### config.mk
export PLATFORM = sky130hd
export DESIGN_NAME = dma_dest_trig
export DESIGN_NICKNAME = d
export VERILOG_FILES = /design/src/design/dma_pkg.sv /design/src/design/dma_dest_trig.sv
export SDC_FILE = /design/constraint.sdc
export NUM_CORES = 1
export LEC_CHECK = 0
export BUFFER_PORTS_ARGS = -buffer_cell sky130_fd_sc_hd__buf_2
export CORE_MARGIN = 1.5
export CORE_UTILIZATION = 50
export CTS_CLUSTER_DIAMETER = 200
export DETAILED_ROUTE_END_ITERATION = 8
export PLACE_DENSITY_LB_ADDON = 0.25
export SLEW_MARGIN = 20
export SYNTH_ARGS = -nofsm -noshare
export SYNTH_HDL_FRONTEND = slang
export SYNTH_SLANG_ARGS = --single-unit
export TNS_END_PERCENT = 30
### constraint.sdc
create_clock -name clk_i -period 8.3 [get_ports clk_i]
set_input_delay 1.245 -clock clk_i [delete_from_list [all_inputs] [get_ports clk_i]]
set_output_delay 1.245 -clock clk_i [all_outputs]
set_load 0.02 [all_outputs]
### src/design/dma_pkg.sv
package dma_pkg;
   // ==========================================
   // Register indices (byte address = 4 * index)
   localparam logic [5:0] R_CON0 = 6'h00;
   localparam logic [5:0] R_CON1 = 6'h01;
   localparam logic [5:0] R_BUF = 6'h02;
   localparam logic [5:0] R_DSAL = 6'h03;
   localparam logic [5:0] R_DSAH = 6'h04;
   localparam logic [5:0] R_DPTRL = 6'h05;
   localparam logic [5:0] R_DPTRH = 6'h06;
   localparam logic [5:0] R_DSZL = 6'h07;
   localparam logic [5:0] R_DSZH = 6'h08;
   localparam logic [5:0] R_DCNTL = 6'h09;
   localparam logic [5:0] R_DCNTH = 6'h0A;
   localparam logic [5:0] R_START_TRIGGER_CODE = 6'h0B;
   localparam logic [5:0] R_ABORT_TRIGGER_CODE = 6'h0C;
   localparam logic [5:0] R_IST = 6'h0D;
   localparam logic [5:0] R_IMSK = 6'h0E;
   // ==========================================
   // Field positions
   localparam int B_EN = 7;
   localparam int B_START_TRIGGER_ENABLE = 6;
   localparam int B_GO = 5;
   localparam int B_ABORT_TRIGGER_ENABLE = 2;
   localparam int B_XIP = 0;
   localparam int B_DMODE = 6;
   localparam int B_DST_RELOAD_STOP = 5;
   localparam int B_SRC_RELOAD_STOP = 0;
   localparam int I_START = 0;
   localparam int I_ABORT = 1;
   localparam int I_DDONE = 2;
   localparam int NIRQ = 3;
   // ==========================================
   // Trigger code map
   localparam int CODE_W = 7;
   localparam int NCODE = 128;
   localparam logic [6:0] CODE_NONE = 7'h00;
   localparam logic [6:0] CODE_FIRST_FREE = 7'h52;
   // ==========================================
   // Reset values
   localparam logic WAIT_RST = 1'b1;
   localparam logic [7:0] REG_RST = 8'h00;
   typedef enum logic [1:0] {
      DM_HOLD = 2'b00,
      DM_INC = 2'b01,
      DM_DEC = 2'b10,
      DM_RSVD = 2'b11
   } dmode_e;
   typedef struct packed {
      logic read;
      logic write;
      logic [7:0] address;
      logic [31:0] writedata;
   } avl_req_s;
   typedef struct packed {
      logic [31:0] readdata;
      logic waitrequest;
   } avl_rsp_s;
   typedef struct packed {
      logic buf_load;
      logic [7:0] buf_data;
      logic dst_write;
      logic src_reload;
   } chan_s;
endpackage

### src/design/dma_dest_trig.sv
// Function
// RULE_01 - Destination pointer is 16-bit read-only, low and high bytes, reset zero
// RULE_02 - Destination size is 12 bits writable; high byte bits 7-4 read zero
// RULE_03 - Destination byte count is 12-bit read-only; upper high bits read zero
// RULE_04 - Start selector is a 7-bit writable code; bit 7 reads zero
// RULE_05 - Abort selector is a 7-bit code, same map; bit 7 reads zero
// RULE_06 - Code zero, codes from 0x52 up and scattered holes trigger nothing
// RULE_07 - Pin-change and serial receive/transmit/error sources are level; others are edge
// RULE_08 - Trigger on the event setting a flag; the flag is never cleared here
// RULE_09 - Abort trigger stops a transfer only while abort enable is set
// RULE_10 - In-progress set while buffer holds unwritten data; cleared once written
// RULE_11 - Source reload with stop option clears start-trigger enable
// RULE_12 - Each written byte decrements count; exhaustion reloads count and pointer
//
// Implementation choices: the placing of the registers and the Avalon-MM slave port.
`timescale 1ns/1ps
`default_nettype none
module dma_dest_trig (
   // Clock and reset
   input wire logic clk_i,
   input wire logic rst_b_i,
   input wire logic ce_i,
   // Register bus
   input wire dma_pkg::avl_req_s avl_i,
   output var dma_pkg::avl_rsp_s avl_o,
   // Peripheral interrupt flags, indexed by code
   input wire logic [dma_pkg::NCODE-1:0] evt_flag_i,
   // Channel strobes
   input wire dma_pkg::chan_s chan_i,
   // Channel status
   output logic go_o,
   output logic xip_o,
   output logic [15:0] dst_addr_o,
   output logic start_o,
   output logic abort_o,
   output logic irq_o
);
   // ==========================================
   // State
   typedef struct packed {
      logic en;
      logic start_trigger_enable;
      logic go;
      logic abort_trigger_enable;
      logic transfer_in_progress;
      logic [1:0] dmode;
      logic dst_reload_stop;
      logic [1:0] smr;
      logic [1:0] smode;
      logic src_reload_stop;
      logic [7:0] buf_data;
      logic [15:0] dest_start_address;
      logic [15:0] dest_addr_pointer;
      logic [11:0] dest_message_size;
      logic [11:0] dest_byte_count;
      logic [6:0] start_trigger_code;
      logic [6:0] abort_trigger_code;
      logic [dma_pkg::NIRQ-1:0] ist;
      logic [dma_pkg::NIRQ-1:0] imsk;
      logic [dma_pkg::NCODE-1:0] prev;
      logic wait_rq;
      logic [31:0] rdata;
      logic start_p;
      logic abort_p;
      logic irq;
   } st_s;

   st_s q;
   st_s n;
   logic [5:0] idx;
   logic newrq;
   logic acc_wr;
   logic [7:0] wd;
   logic [7:0] rb;
   logic start_hit;
   logic abort_hit;
   logic dreload;
   logic [dma_pkg::NIRQ-1:0] ev;

   // ==========================================
   // Code map
   function automatic logic code_valid(input logic [6:0] c);
      logic v;
      v = (c != dma_pkg::CODE_NONE) && (c < dma_pkg::CODE_FIRST_FREE);
      if (c == 7'h24 || c == 7'h3A) begin
         v = 1'b0;
      end
      if ((c >= 7'h3E && c <= 7'h45) || (c >= 7'h4C && c <= 7'h4F)) begin
         v = 1'b0;
      end
      return v;
   endfunction

   function automatic logic code_level(input logic [6:0] c);
      return (c == 7'h07) || (c >= 7'h14 && c <= 7'h1D)
         || (c >= 7'h2E && c <= 7'h34);
   endfunction

   // Edge sources fire on the flag's rise only; flags stay untouched
   function automatic logic trig_hit(
      input logic [6:0] c,
      input logic [dma_pkg::NCODE-1:0] f,
      input logic [dma_pkg::NCODE-1:0] p
   );
      logic h;
      h = 1'b0;
      if (code_valid(c)) begin // see RULE_06
         h = code_level(c) ? f[c] : (f[c] & ~p[c]); // see RULE_07 see RULE_08
      end
      return h;
   endfunction

   function automatic logic [15:0] step(input logic [15:0] a, input logic [1:0] m);
      logic [15:0] r;
      case (dma_pkg::dmode_e'(m))
         dma_pkg::DM_INC: r = a + 16'h0001;
         dma_pkg::DM_DEC: r = a - 16'h0001;
         default: r = a;
      endcase
      return r;
   endfunction

   // ==========================================
   // Next state
   always_comb begin
      n = q;
      idx = avl_i.address[7:2];
      wd = avl_i.writedata[7:0];
      // A request is answered one edge after it is seen
      newrq = (avl_i.read | avl_i.write) & q.wait_rq;
      acc_wr = ~q.wait_rq & avl_i.write;
      n.wait_rq = ~newrq;
      n.prev = evt_flag_i;
      rb = dma_pkg::REG_RST;
      case (idx)
         dma_pkg::R_CON0: begin
            rb[dma_pkg::B_EN] = q.en;
            rb[dma_pkg::B_START_TRIGGER_ENABLE] = q.start_trigger_enable;
            rb[dma_pkg::B_GO] = q.go;
            rb[dma_pkg::B_ABORT_TRIGGER_ENABLE] = q.abort_trigger_enable;
            rb[dma_pkg::B_XIP] = q.transfer_in_progress;
         end
         dma_pkg::R_CON1: rb = {q.dmode, q.dst_reload_stop, q.smr, q.smode, q.src_reload_stop};
         dma_pkg::R_BUF: rb = q.buf_data;
         dma_pkg::R_DSAL: rb = q.dest_start_address[7:0];
         dma_pkg::R_DSAH: rb = q.dest_start_address[15:8];
         dma_pkg::R_DPTRL: rb = q.dest_addr_pointer[7:0]; // see RULE_01
         dma_pkg::R_DPTRH: rb = q.dest_addr_pointer[15:8]; // see RULE_01
         dma_pkg::R_DSZL: rb = q.dest_message_size[7:0];
         dma_pkg::R_DSZH: rb = {4'h0, q.dest_message_size[11:8]}; // see RULE_02
         dma_pkg::R_DCNTL: rb = q.dest_byte_count[7:0];
         dma_pkg::R_DCNTH: rb = {4'h0, q.dest_byte_count[11:8]}; // see RULE_03
         dma_pkg::R_START_TRIGGER_CODE: rb = {1'b0, q.start_trigger_code}; // see RULE_04
         dma_pkg::R_ABORT_TRIGGER_CODE: rb = {1'b0, q.abort_trigger_code}; // see RULE_05
         dma_pkg::R_IST: rb = {5'h00, q.ist};
         dma_pkg::R_IMSK: rb = {5'h00, q.imsk};
         default: rb = dma_pkg::REG_RST;
      endcase
      if (newrq & avl_i.read) begin
         n.rdata = {24'h000000, rb};
      end
      // Software writes, taken on the accepting edge
      if (acc_wr) begin
         case (idx)
            dma_pkg::R_CON0: begin
               n.en = wd[dma_pkg::B_EN];
               n.start_trigger_enable = wd[dma_pkg::B_START_TRIGGER_ENABLE];
               n.go = wd[dma_pkg::B_GO];
               n.abort_trigger_enable = wd[dma_pkg::B_ABORT_TRIGGER_ENABLE];
               // Arming the channel starts a fresh message
               if (wd[dma_pkg::B_EN] & ~q.en) begin
                  n.dest_byte_count = q.dest_message_size;
                  n.dest_addr_pointer = q.dest_start_address;
               end
            end
            dma_pkg::R_CON1: begin
               n.dmode = wd[7:6];
               n.dst_reload_stop = wd[dma_pkg::B_DST_RELOAD_STOP];
               n.smr = wd[4:3];
               n.smode = wd[2:1];
               n.src_reload_stop = wd[dma_pkg::B_SRC_RELOAD_STOP];
            end
            dma_pkg::R_DSAL: n.dest_start_address[7:0] = wd;
            dma_pkg::R_DSAH: n.dest_start_address[15:8] = wd;
            dma_pkg::R_DSZL: n.dest_message_size[7:0] = wd; // see RULE_02
            dma_pkg::R_DSZH: n.dest_message_size[11:8] = wd[3:0]; // see RULE_02
            dma_pkg::R_START_TRIGGER_CODE: n.start_trigger_code = wd[6:0]; // see RULE_04
            dma_pkg::R_ABORT_TRIGGER_CODE: n.abort_trigger_code = wd[6:0]; // see RULE_05
            dma_pkg::R_IMSK: n.imsk = wd[dma_pkg::NIRQ-1:0];
            default: n.en = n.en;
         endcase
      end
      // Triggers
      start_hit = q.en & q.start_trigger_enable & trig_hit(q.start_trigger_code, evt_flag_i, q.prev);
      abort_hit = q.en & q.abort_trigger_enable & trig_hit(q.abort_trigger_code, evt_flag_i, q.prev); // see RULE_09
      n.start_p = start_hit;
      n.abort_p = abort_hit;
      if (start_hit) begin
         n.go = 1'b1;
      end
      // Destination side
      dreload = 1'b0;
      if (q.en & chan_i.dst_write) begin
         if (q.dest_byte_count <= 12'h001) begin
            dreload = 1'b1;
            n.dest_byte_count = q.dest_message_size; // see RULE_12
            n.dest_addr_pointer = q.dest_start_address; // see RULE_12
            n.go = 1'b0;
            if (q.dst_reload_stop) begin
               n.start_trigger_enable = 1'b0;
            end
         end else begin
            n.dest_byte_count = q.dest_byte_count - 12'h001; // see RULE_12
            n.dest_addr_pointer = step(q.dest_addr_pointer, q.dmode);
         end
      end
      // Abort beats a start in the same cycle
      if (abort_hit) begin
         n.go = 1'b0; // see RULE_09
      end
      if (q.src_reload_stop & chan_i.src_reload) begin
         n.start_trigger_enable = 1'b0; // see RULE_11
      end
      // New data beats the write-out of old data
      if (chan_i.dst_write) begin
         n.transfer_in_progress = 1'b0; // see RULE_10
      end
      if (chan_i.buf_load) begin
         n.transfer_in_progress = 1'b1; // see RULE_10
         n.buf_data = chan_i.buf_data;
      end
      // Sticky status, cleared by its read; a new event wins
      ev = '0;
      ev[dma_pkg::I_START] = start_hit;
      ev[dma_pkg::I_ABORT] = abort_hit;
      ev[dma_pkg::I_DDONE] = dreload;
      if (newrq & avl_i.read & (idx == dma_pkg::R_IST)) begin
         n.ist = ev;
      end else begin
         n.ist = q.ist | ev;
      end
      n.irq = |(n.ist & n.imsk);
   end

   // ==========================================
   // Registers
   always_ff @(posedge clk_i or negedge rst_b_i) begin
      if (!rst_b_i) begin
         q <= '0;
         q.wait_rq <= dma_pkg::WAIT_RST;
      end else if (ce_i) begin
         q <= n;
      end
   end

   assign avl_o.readdata = q.rdata;
   assign avl_o.waitrequest = q.wait_rq;
   assign go_o = q.go;
   assign xip_o = q.transfer_in_progress;
   assign dst_addr_o = q.dest_addr_pointer;
   assign start_o = q.start_p;
   assign abort_o = q.abort_p;
   assign irq_o = q.irq;
endmodule
`default_nettype wire

# After elaboration in Yosys (flattened, before gate mapping)
# Index checks and enable logic that the tools add are counted.
# totals
elab_cells	184
in_bits	184
reg_bits	237
out_inout_bits	54
# op_classes
n_reduce_logical	39
add_sub_neg	3
bitwise	21
n_mux	50
eq_ne	23
order_cmp	21
# ops
cell	count
two-way mux 16 bit	4
two-way mux 54 bit	1
two-way mux 12 bit	4
equality test 6 x 4 -> 1 bit, second input constant	7
case mux 3 bit (11 select lines)	1
case mux 16 bit (2 select lines)	1
case mux 1 bit (15 select lines)	2
binary-select mux 1 bit (select 7 bit)	4
equality test 7 x 6 -> 1 bit, second input constant	4
>= comparator 7 x 6 -> 1 bit, second input constant	4
less-or-equal comparator 7 bit, second input constant	4
equality test 6 x 3 -> 1 bit, second input constant	4
case mux 2 bit (12 select lines)	1
AND reduction 3 bit	8
two-way mux 1 bit	20
adder 16 x 1 -> 16 bit, second input constant	1
< comparator 7 x 8 -> 1 bit, second input constant	2
subtractor 16 x 1 -> 16 bit, second input constant	1
two-way mux 3 bit	5
equality test 7 x 3 -> 1 bit, second input constant	2
>= comparator 7 x 5 -> 1 bit, second input constant	2
>= comparator 7 bit, second input constant	2
less-or-equal comparator 7 x 5 -> 1 bit, second input constant	2
less-or-equal comparator 7 x 6 -> 1 bit, second input constant	2
27 further kinds	69

# Logic depth before layout (Yosys ltp)
# Gate-level depths: netlist (run 1).
# depth
ltp_word	11
ltp_mapped	14
depth_no_buf	12

# Least setup slack after synthesis (run 1)
# Ideal clock, no wire load.
# synth_timing
kind	register to register
start	reg q[254] (netlist name)
end	reg q, in the netlist dst_addr_o[13]
path_slack_ns	4.916
t_arrival_ns	3.258
required_ns	8.174
stages_incl_launch_ff	12
synth_period_minus_slack_ns	3.384
setup_ns	0.126
n_path_buf	0
path_cell_list	dfrtp_1 > inv_1 > ha_1 > ha_1 > a21o_1 > a21o_1 > a2111oi_0 > o21ai_0 > o41ai_1 > o21ai_0 > xor2_1 > a221o_1
# synth_via
elab_chain_cells	4
elab_cells_between_ends	7
cone_classes	eq/ne: 3; mux: 3; reduce/logical: 1
# synth_lines
element	line	source
start: declaration	dma_dest_trig.sv:68	st_s q;
start signal: assignment	dma_dest_trig.sv:252	q <= n;
equality test 2 bit or equality test 2 x 1 -> 1 bit (tied branches)	dma_dest_trig.sv:115	case (dma_pkg::dmode_e'(m))
case mux 16 bit (2 select lines)	dma_dest_trig.sv:115	
two-way mux 16 bit	dma_dest_trig.sv:204	if (q.dest_byte_count <= 12'h001) begin
two-way mux 16 bit	dma_dest_trig.sv:203	if (q.en & chan_i.dst_write) begin
# Parallel ways exist; a longest one is shown, timed or not.
# A chain may end at the register's enable or synchronous reset.

# Worst setup path in the final report (run 1)
# Ends and elaborated chain as after synthesis.

==> flow_metrics.tcl, run 1 <==
set metrics [dict create \
    rsz0062_at_grt "false" \
    synth_top_area_share_pct 37.9 \
    period_needed_ns 4.26 \
    hold_class "register to register" \
    grt.overflow.total 0 \
    criticalPathCategory "register to register" \
    vias 12300 \
    p_leak_uw 0.00725 \
    finalCritPeriodShare_pct 51.3 \
    cap_violations 0 \
    async_flop_share_pct 100 \
    critPathRequiredTime_ns 8.73 \
    cts_resized 0 \
    postCtsSetupBuffers 0 \
    drc 0 \
    ant_nets 0 \
    antenna_found_initial 8 \
    syn_to_final_growth_pct 11.3 \
    ios 238 \
    dp_hpwl_um 31300 \
    slowest_stage "ha_1" \
    nFillCells 2655 \
    clockBufferDepth 3 \
    coreArea_mm2 0.0307 \
    synth_common_cells "dfrtp_1, mux2_2, nand2_1" \
    crit_fanout 18 \
    status "finished, final reports clean" \
    synth_top_area_cell "dfrtp_1" \
    setup_tns_ns 0 \
    path_buf_inv 1 \
    finalPower_uw 3810 \
    avgViaCountPerCell 6.51 \
    crit_chain "inv_1 > ha_1 > ha_1 > a21o_1 > a21o_1 > a2111oi_0 > o21ai_0 > o41ai_1 > o21ai_0 > xor2_1 > a221o_1" \
    seq_area_frac_synth_pct 38.0 \
    dieArea_mm2 0.0323 \
    clk_latency_ns 0.55 \
    clkTransAtPathRegs_ns 0.06 \
    setup_viol 0 \
    drt_iter0_drc 1059 \
    grt_pass1_wl_um 71800 \
    final_hold_viol_count 0 \
    synth_cell_types 71 \
    cts_root_buffer "clkbuf_16" \
    yosysWarnings 0 \
    grt_max_degree 89 \
    cts-hold-fix-buffers 0 \
    cts_buffers 28 \
    crit_path_start_kind "register" \
    start_util_pct 50.9 \
    synthFlopType "dfrtp_1" \
    skew_ns 0.0112 \
    drive_above_1_share_pct 36.1 \
    worstMarginPinSlew_ns 1.11 \
    cts_sinks 237 \
    cp_top_family "compound AO/OA/AOI/OAI gates" \
    cpPeakStageDelay_ns 0.66 \
    p_per_area_mw_per_mm2 219 \
    synth_edf_count 0 \
    yosysMostFrequentCell "dfrtp_1" \
    io_buffers 187 \
    synth-seq-cells 237 \
    synthCells 1360 \
    totalWireLength_um 45300 \
    syn_area_per_cell_um2 11.5 \
    routedWlPerCell_um 24.0 \
    htreeDepth 1 \
    die_h_um 180 \
    fp-row-count 64 \
    syn_area_mm2 0.0156 \
    relSlewSlack_pct 26.0 \
    fmax_mhz 235 \
    grt_usage_pct 27.9 \
    drtPass1Iterations 7 \
    layout.nets 1670 \
    cts_tree "yes" \
    slew_violations 0 \
    ir_drop_uv 157 \
    gp_congestion 0.927 \
    arrival_ns 4.69 \
    synth_area_leaders "dfrtp_1, mux2_2, mux4_2" \
    die_w_um 180 \
    endpoint_kind "register" \
    grt_pass1_vias 12200 \
]
==> layout by cell type, fill, tap and decap left out, types with 16 or more instances in the layout <==
cell type / netlist / routed
o21ai_0: 72 / 72
ha_1: 17 / 17
clkbuf_16: 0 / 29
a221oi_1: 25 / 25
inv_1: 28 / 28
a22oi_1: 20 / 20
nand3_1: 19 / 19
nor2_1: 68 / 66
buf_4: 55 / 17
mux2i_1: 36 / 36
conb_1: 1 / 24
nand2_1: 86 / 86
mux2_2: 192 / 192
buf_2: 15 / 185
dfrtp_1: 236 / 231
mux4_2: 80 / 80
a21oi_1: 53 / 53
nor3b_1: 16 / 16
nor3_1: 25 / 24
a31oi_1: 17 / 17
nand2b_1: 16 / 16
mux4_1: 22 / 22
==> area by class of cell <==
type	instances	area [um^2]	share of cell area [%]
multi-input cells	968	8780	50.6
diodes	3	7.51	0.0432
well taps	396	495	2.85
flip-flops and latches	237	5940	34.2
inverters	28	105	0.605
clock inverters	9	97.6	0.562
clock buffers	42	845	4.86
repair buffers	205	1090	6.28
==> tightest hold or removal path: stages, from the launching register on <==
cell	delay, ns
dfrtp_1	0.34
nand2_1	0.05
o21ai_0	0.06
==> report_power, final <==
part | internal [uW] | switching [uW] | total, uW
combinational | 450 | 602 | 1050
sequential | 1310 | 189 | 1500
clock | 760 | 500 | 1260
==> cells by family (layout without fill, tap and decap cells) <==
group / count (synthesis) / count (layout) / synth area share, %
AO/OA/AOI/OAI: 288 / 288 / 12.6
XOR/XNOR: 11 / 11 / 0.618
adder cells (fa/ha/maj): 18 / 18 / 1.49
buffers and inverters: 178 / 284 / 6.33
flip-flops: 237 / 237 / 38.0
multiplexers: 330 / 330 / 31.4
other: 1 / 27 / 0.0240
AND/OR/NAND/NOR: 297 / 297 / 9.50
==> final timing paths <==
check,to,startpoint,cells after the start,slack [ns]
worst max register to register,dst_addr_o[13],q[254],11,4.04
min in group asynchronous,q[69],rst_b_i,1,0.68
worst min register to register,avl_o[2],avl_o[2],2,0.47
worst max-delay path,dst_addr_o[13],q[254],11,4.04
worst min-delay path,avl_o[2],avl_o[2],2,0.47
max in group asynchronous,start_o,rst_b_i,2,6.23
==> routing by layer <==
metal	GRT usage (%)	up-vias	routed length [um]
met5	0	-	47
met4	7.83	8	1160
li1	-	5389	-
met1	40.1	6254	19700
met3	5.37	90	3520
met2	43.4	557	20800
==> state kept, by name, summed over array words and instances, names as in the netlist <==
name        flops
start_o         1
abort_o         1
go_o            1
xip_o           1
dst_addr_o     16
avl_o           9
irq_o           1
q             207
==> per-stage QoR <==
| stage | cells | utilization, % | setup slack, ns | hold slack, ns | instance area, um^2 |
|---|---|---|---|---|---|
| finish | 1888 | 56.6 | 4.04 | 0.475 | 17400 |
| floorplan | 1383 | - | 4.92 | 0.451 | 15700 |
| CTS | 1885 | 56.6 | 4.09 | 0.482 | 17400 |
| global route | 1887 | 56.6 | 3.70 | 0.518 | 17400 |
| global placement | 1834 | 53.5 | 4.16 | 0.460 | 16400 |
| detailed placement | 1834 | 53.5 | 4.10 | 0.469 | 16400 |
Power figures use the tool's default switching activity.
==> run 2: changes to the inputs <==
ABC_AREA = 1   (was not set)
clock period = 4.01 ns   (was 8.3 ns; I/O delays follow)
==> run 2 against run 1 <==
Core utilization shrank 0.75 points; non-clock buffer count grew 11; synthesized area grew 8.8%; power grew 79%; critical path depth grew 7.
==> flow_metrics.tcl, run 2 <==
set metrics [dict create \
    synth_edf_count 0 \
    timing.final.ws_setup_ns 0.815 \
    io_buffers 187 \
    crit_chain "buf_4 > o21ai_0 > nand2_1 > nand2_1 > nand2_1 > nand2_1 > o21ai_0 > nand2_1 > nor2_1 > nor2_1 > nand2_1 > nand2_1 > nand2_1 > nand2_1 > nand2_1 > nand3_1 > nand2_1 > inv_1" \
    dp_hpwl_um 38500 \
    synth_top_area_share_pct 34.8 \
    ios 238 \
    cts_resized 0 \
    cts_tree "yes" \
    fp-row-count 67 \
    period_needed_ns 3.20 \
    cts_root_buffer "clkbuf_16" \
    vias 18300 \
    synth_top_area_cell "dfrtp_1" \
    grt_max_degree 117 \
    largest-register "q" \
    ir_drop_uv 309 \
    r2r-start "q[170]" \
    p_per_area_mw_per_mm2 366 \
    relSlewSlack_pct 35.0 \
    drive_above_1_share_pct 10.7 \
    post-route-util_pct 55.9 \
    setup_tns_ns 0 \
    yosysWarnings 0 \
    synthFlopType "dfrtp_1" \
    synthCells 2732 \
    criticalPathCategory "register to register" \
    p_leak_uw 0.00994 \
    synth-seq-cells 237 \
    grt_usage_pct 32.4 \
    grt_pass1_vias 17000 \
    seq_area_frac_synth_pct 34.9 \
    ant_nets 0 \
    final_common_cell "nand2_1" \
    skew_ns 0.00565 \
    dieArea_mm2 0.0351 \
    nFillCells 3377 \
    cts_buffers 28 \
    synth_area_leaders "dfrtp_1, nand2_1, o21ai_0" \
    layout.nets 3016 \
    final_cell_area_mm2 0.0187 \
    worstMarginPinSlew_ns 0.976 \
    finalCritPeriodShare_pct 79.7 \
    preCtsSetupSlack_ns 0.911 \
    endpoint_kind "register" \
    cts_sinks 237 \
    coreArea_mm2 0.0334 \
    startpoint "q[170]" \
    dp_cells 3232 \
    synth_cell_types 52 \
    clockBufferDepth 3 \
    reg2reg_to "irq_o" \
    die_w_um 187 \
    postCtsSetupBuffers 0 \
    syn_area_mm2 0.0170 \
    diodes 0 \
    hold_class "primary input to asynchronous set/reset pin" \
    yosysMostFrequentCell "nand2_1" \
    syn_to_final_growth_pct 10.1 \
    slowest_stage "dfrtp_4" \
    reg2reg_depth 18 \
    syn_area_per_cell_um2 6.21 \
    async_flop_share_pct 100 \
    status "finished, final reports clean" \
    setup_viol 0 \
    fmax_mhz 313 \
    drc 0 \
    drt_iter0_drc 2071 \
    cap_violations 0 \
    grt.overflow.total 0 \
    cp_common_cell "nand2_1" \
    slew_violations 0 \
    crit_fanout 64 \
    htreeDepth 1 \
    largest_register_ffs 207 \
    gp_congestion 0.956 \
    clk_latency_ns 0.56 \
    arrival_ns 3.65 \
    cpPeakStageDelay_ns 0.86 \
    avgViaCountPerCell 5.58 \
    antenna_found_initial 1 \
    totalWireLength_um 56900 \
    critPathRequiredTime_ns 4.47 \
    grt_pass1_wl_um 91500 \
    final_hold_viol_count 0 \
    clkTransAtPathRegs_ns 0.06 \
    synth_common_cells "nand2_1, o21ai_0, dfrtp_1" \
    crit_path_start_kind "register" \
    placed_area_mm2 0.0178 \
    routedWlPerCell_um 17.3 \
    start_util_pct 50.8 \
    final_cells 3281 \
    die_h_um 187 \
    rsz0062_at_grt "false" \
    drtPass1Iterations 5 \
    mostFrequentLayoutCells "nand2_1, o21ai_0, dfrtp_1" \
    regToRegSetupSlack_ns 0.81 \
    cts-hold-fix-buffers 0 \
]
## run 2: cell count changes after synthesis, moves of 18 or more
cell | before | now
nor3_1 | 25 | 6
mux4_1 | 22 | 0
nand2_1 | 86 | 1374
buf_2 | 15 | 50
nand4_1 | 5 | 23
mux4_2 | 80 | 0
nand3_1 | 19 | 87
o21ai_0 | 72 | 299
mux2i_1 | 36 | 0
nor2_1 | 68 | 118
mux2_2 | 192 | 10
inv_1 | 28 | 189
## run 2: cell type report
class | count | area, um^2 | area share (%)
well taps | 448 | 561 | 3.00
inverters | 196 | 738 | 3.95
repair buffers | 216 | 1230 | 6.59
clock buffers | 41 | 820 | 4.38
multi-input cells | 2135 | 9320 | 49.9
clock inverters | 8 | 76.3 | 0.408
flip-flops and latches | 237 | 5940 | 31.8
## run 2: worst max path at each step
stage | slack [ns] | endpoint
final | 0.81 | irq_o
after global routing | 0.47 | irq_o
after CTS | 0.90 | irq_o
after detailed placement | 0.91 | irq_o
after global placement | 0.89 | irq_o
after floorplan | 1.31 | dst_addr_o[12]
## run 2: logic make-up (layout without fill, tap and decap cells)
logic type | Yosys count | in the layout | synth area share (%)
mux | 10 | 10 | 0.663
compound gates | 445 | 445 | 14.4
simple gates | 1628 | 1628 | 37.4
flops | 237 | 237 | 34.9
xor+xnor | 10 | 10 | 0.516
other cells | 1 | 24 | 0.0221
buf+inv | 383 | 461 | 10.7
fa+ha+maj | 18 | 18 | 1.37
## run 2: power breakdown
| group | leakage, uW | switching, uW | internal (uW) |
|---|---|---|---|
| Clock | 0.000447 | 1060 | 1470 |
| Sequential | 0.00296 | 205 | 2610 |
| Combinational | 0.00653 | 1020 | 472 |
| Total | 0.00994 | 2280 | 4550 |
## run 2: critical path: cells and delay by family (launching register included)
family / cells / cell delay, ns
simple gates: 14 / 1.16
flops: 1 / 0.86
buf+inv: 2 / 0.64
compound gates: 2 / 0.40
## run 2: per-stage QoR
step	power (uW)	hold slack (ns)
after floorplan	3830	0.306
after global placement	4280	0.469
after detailed placement	4310	0.474
after CTS	6830	0.184
after global routing	7170	0.205
final	6830	0.0893
## run 2: layer usage
| layer | vias up | track usage (%) | part of all wire (%) |
|---|---|---|---|
| met5 | - | 0 | 0.016 |
| met3 | 167 | 5.31 | 11 |
| met1 | 8421 | 46.3 | 43 |
| met4 | 2 | 13.2 | 3.7 |
| met2 | 1001 | 48.9 | 43 |
| li1 | 8729 | - | - |
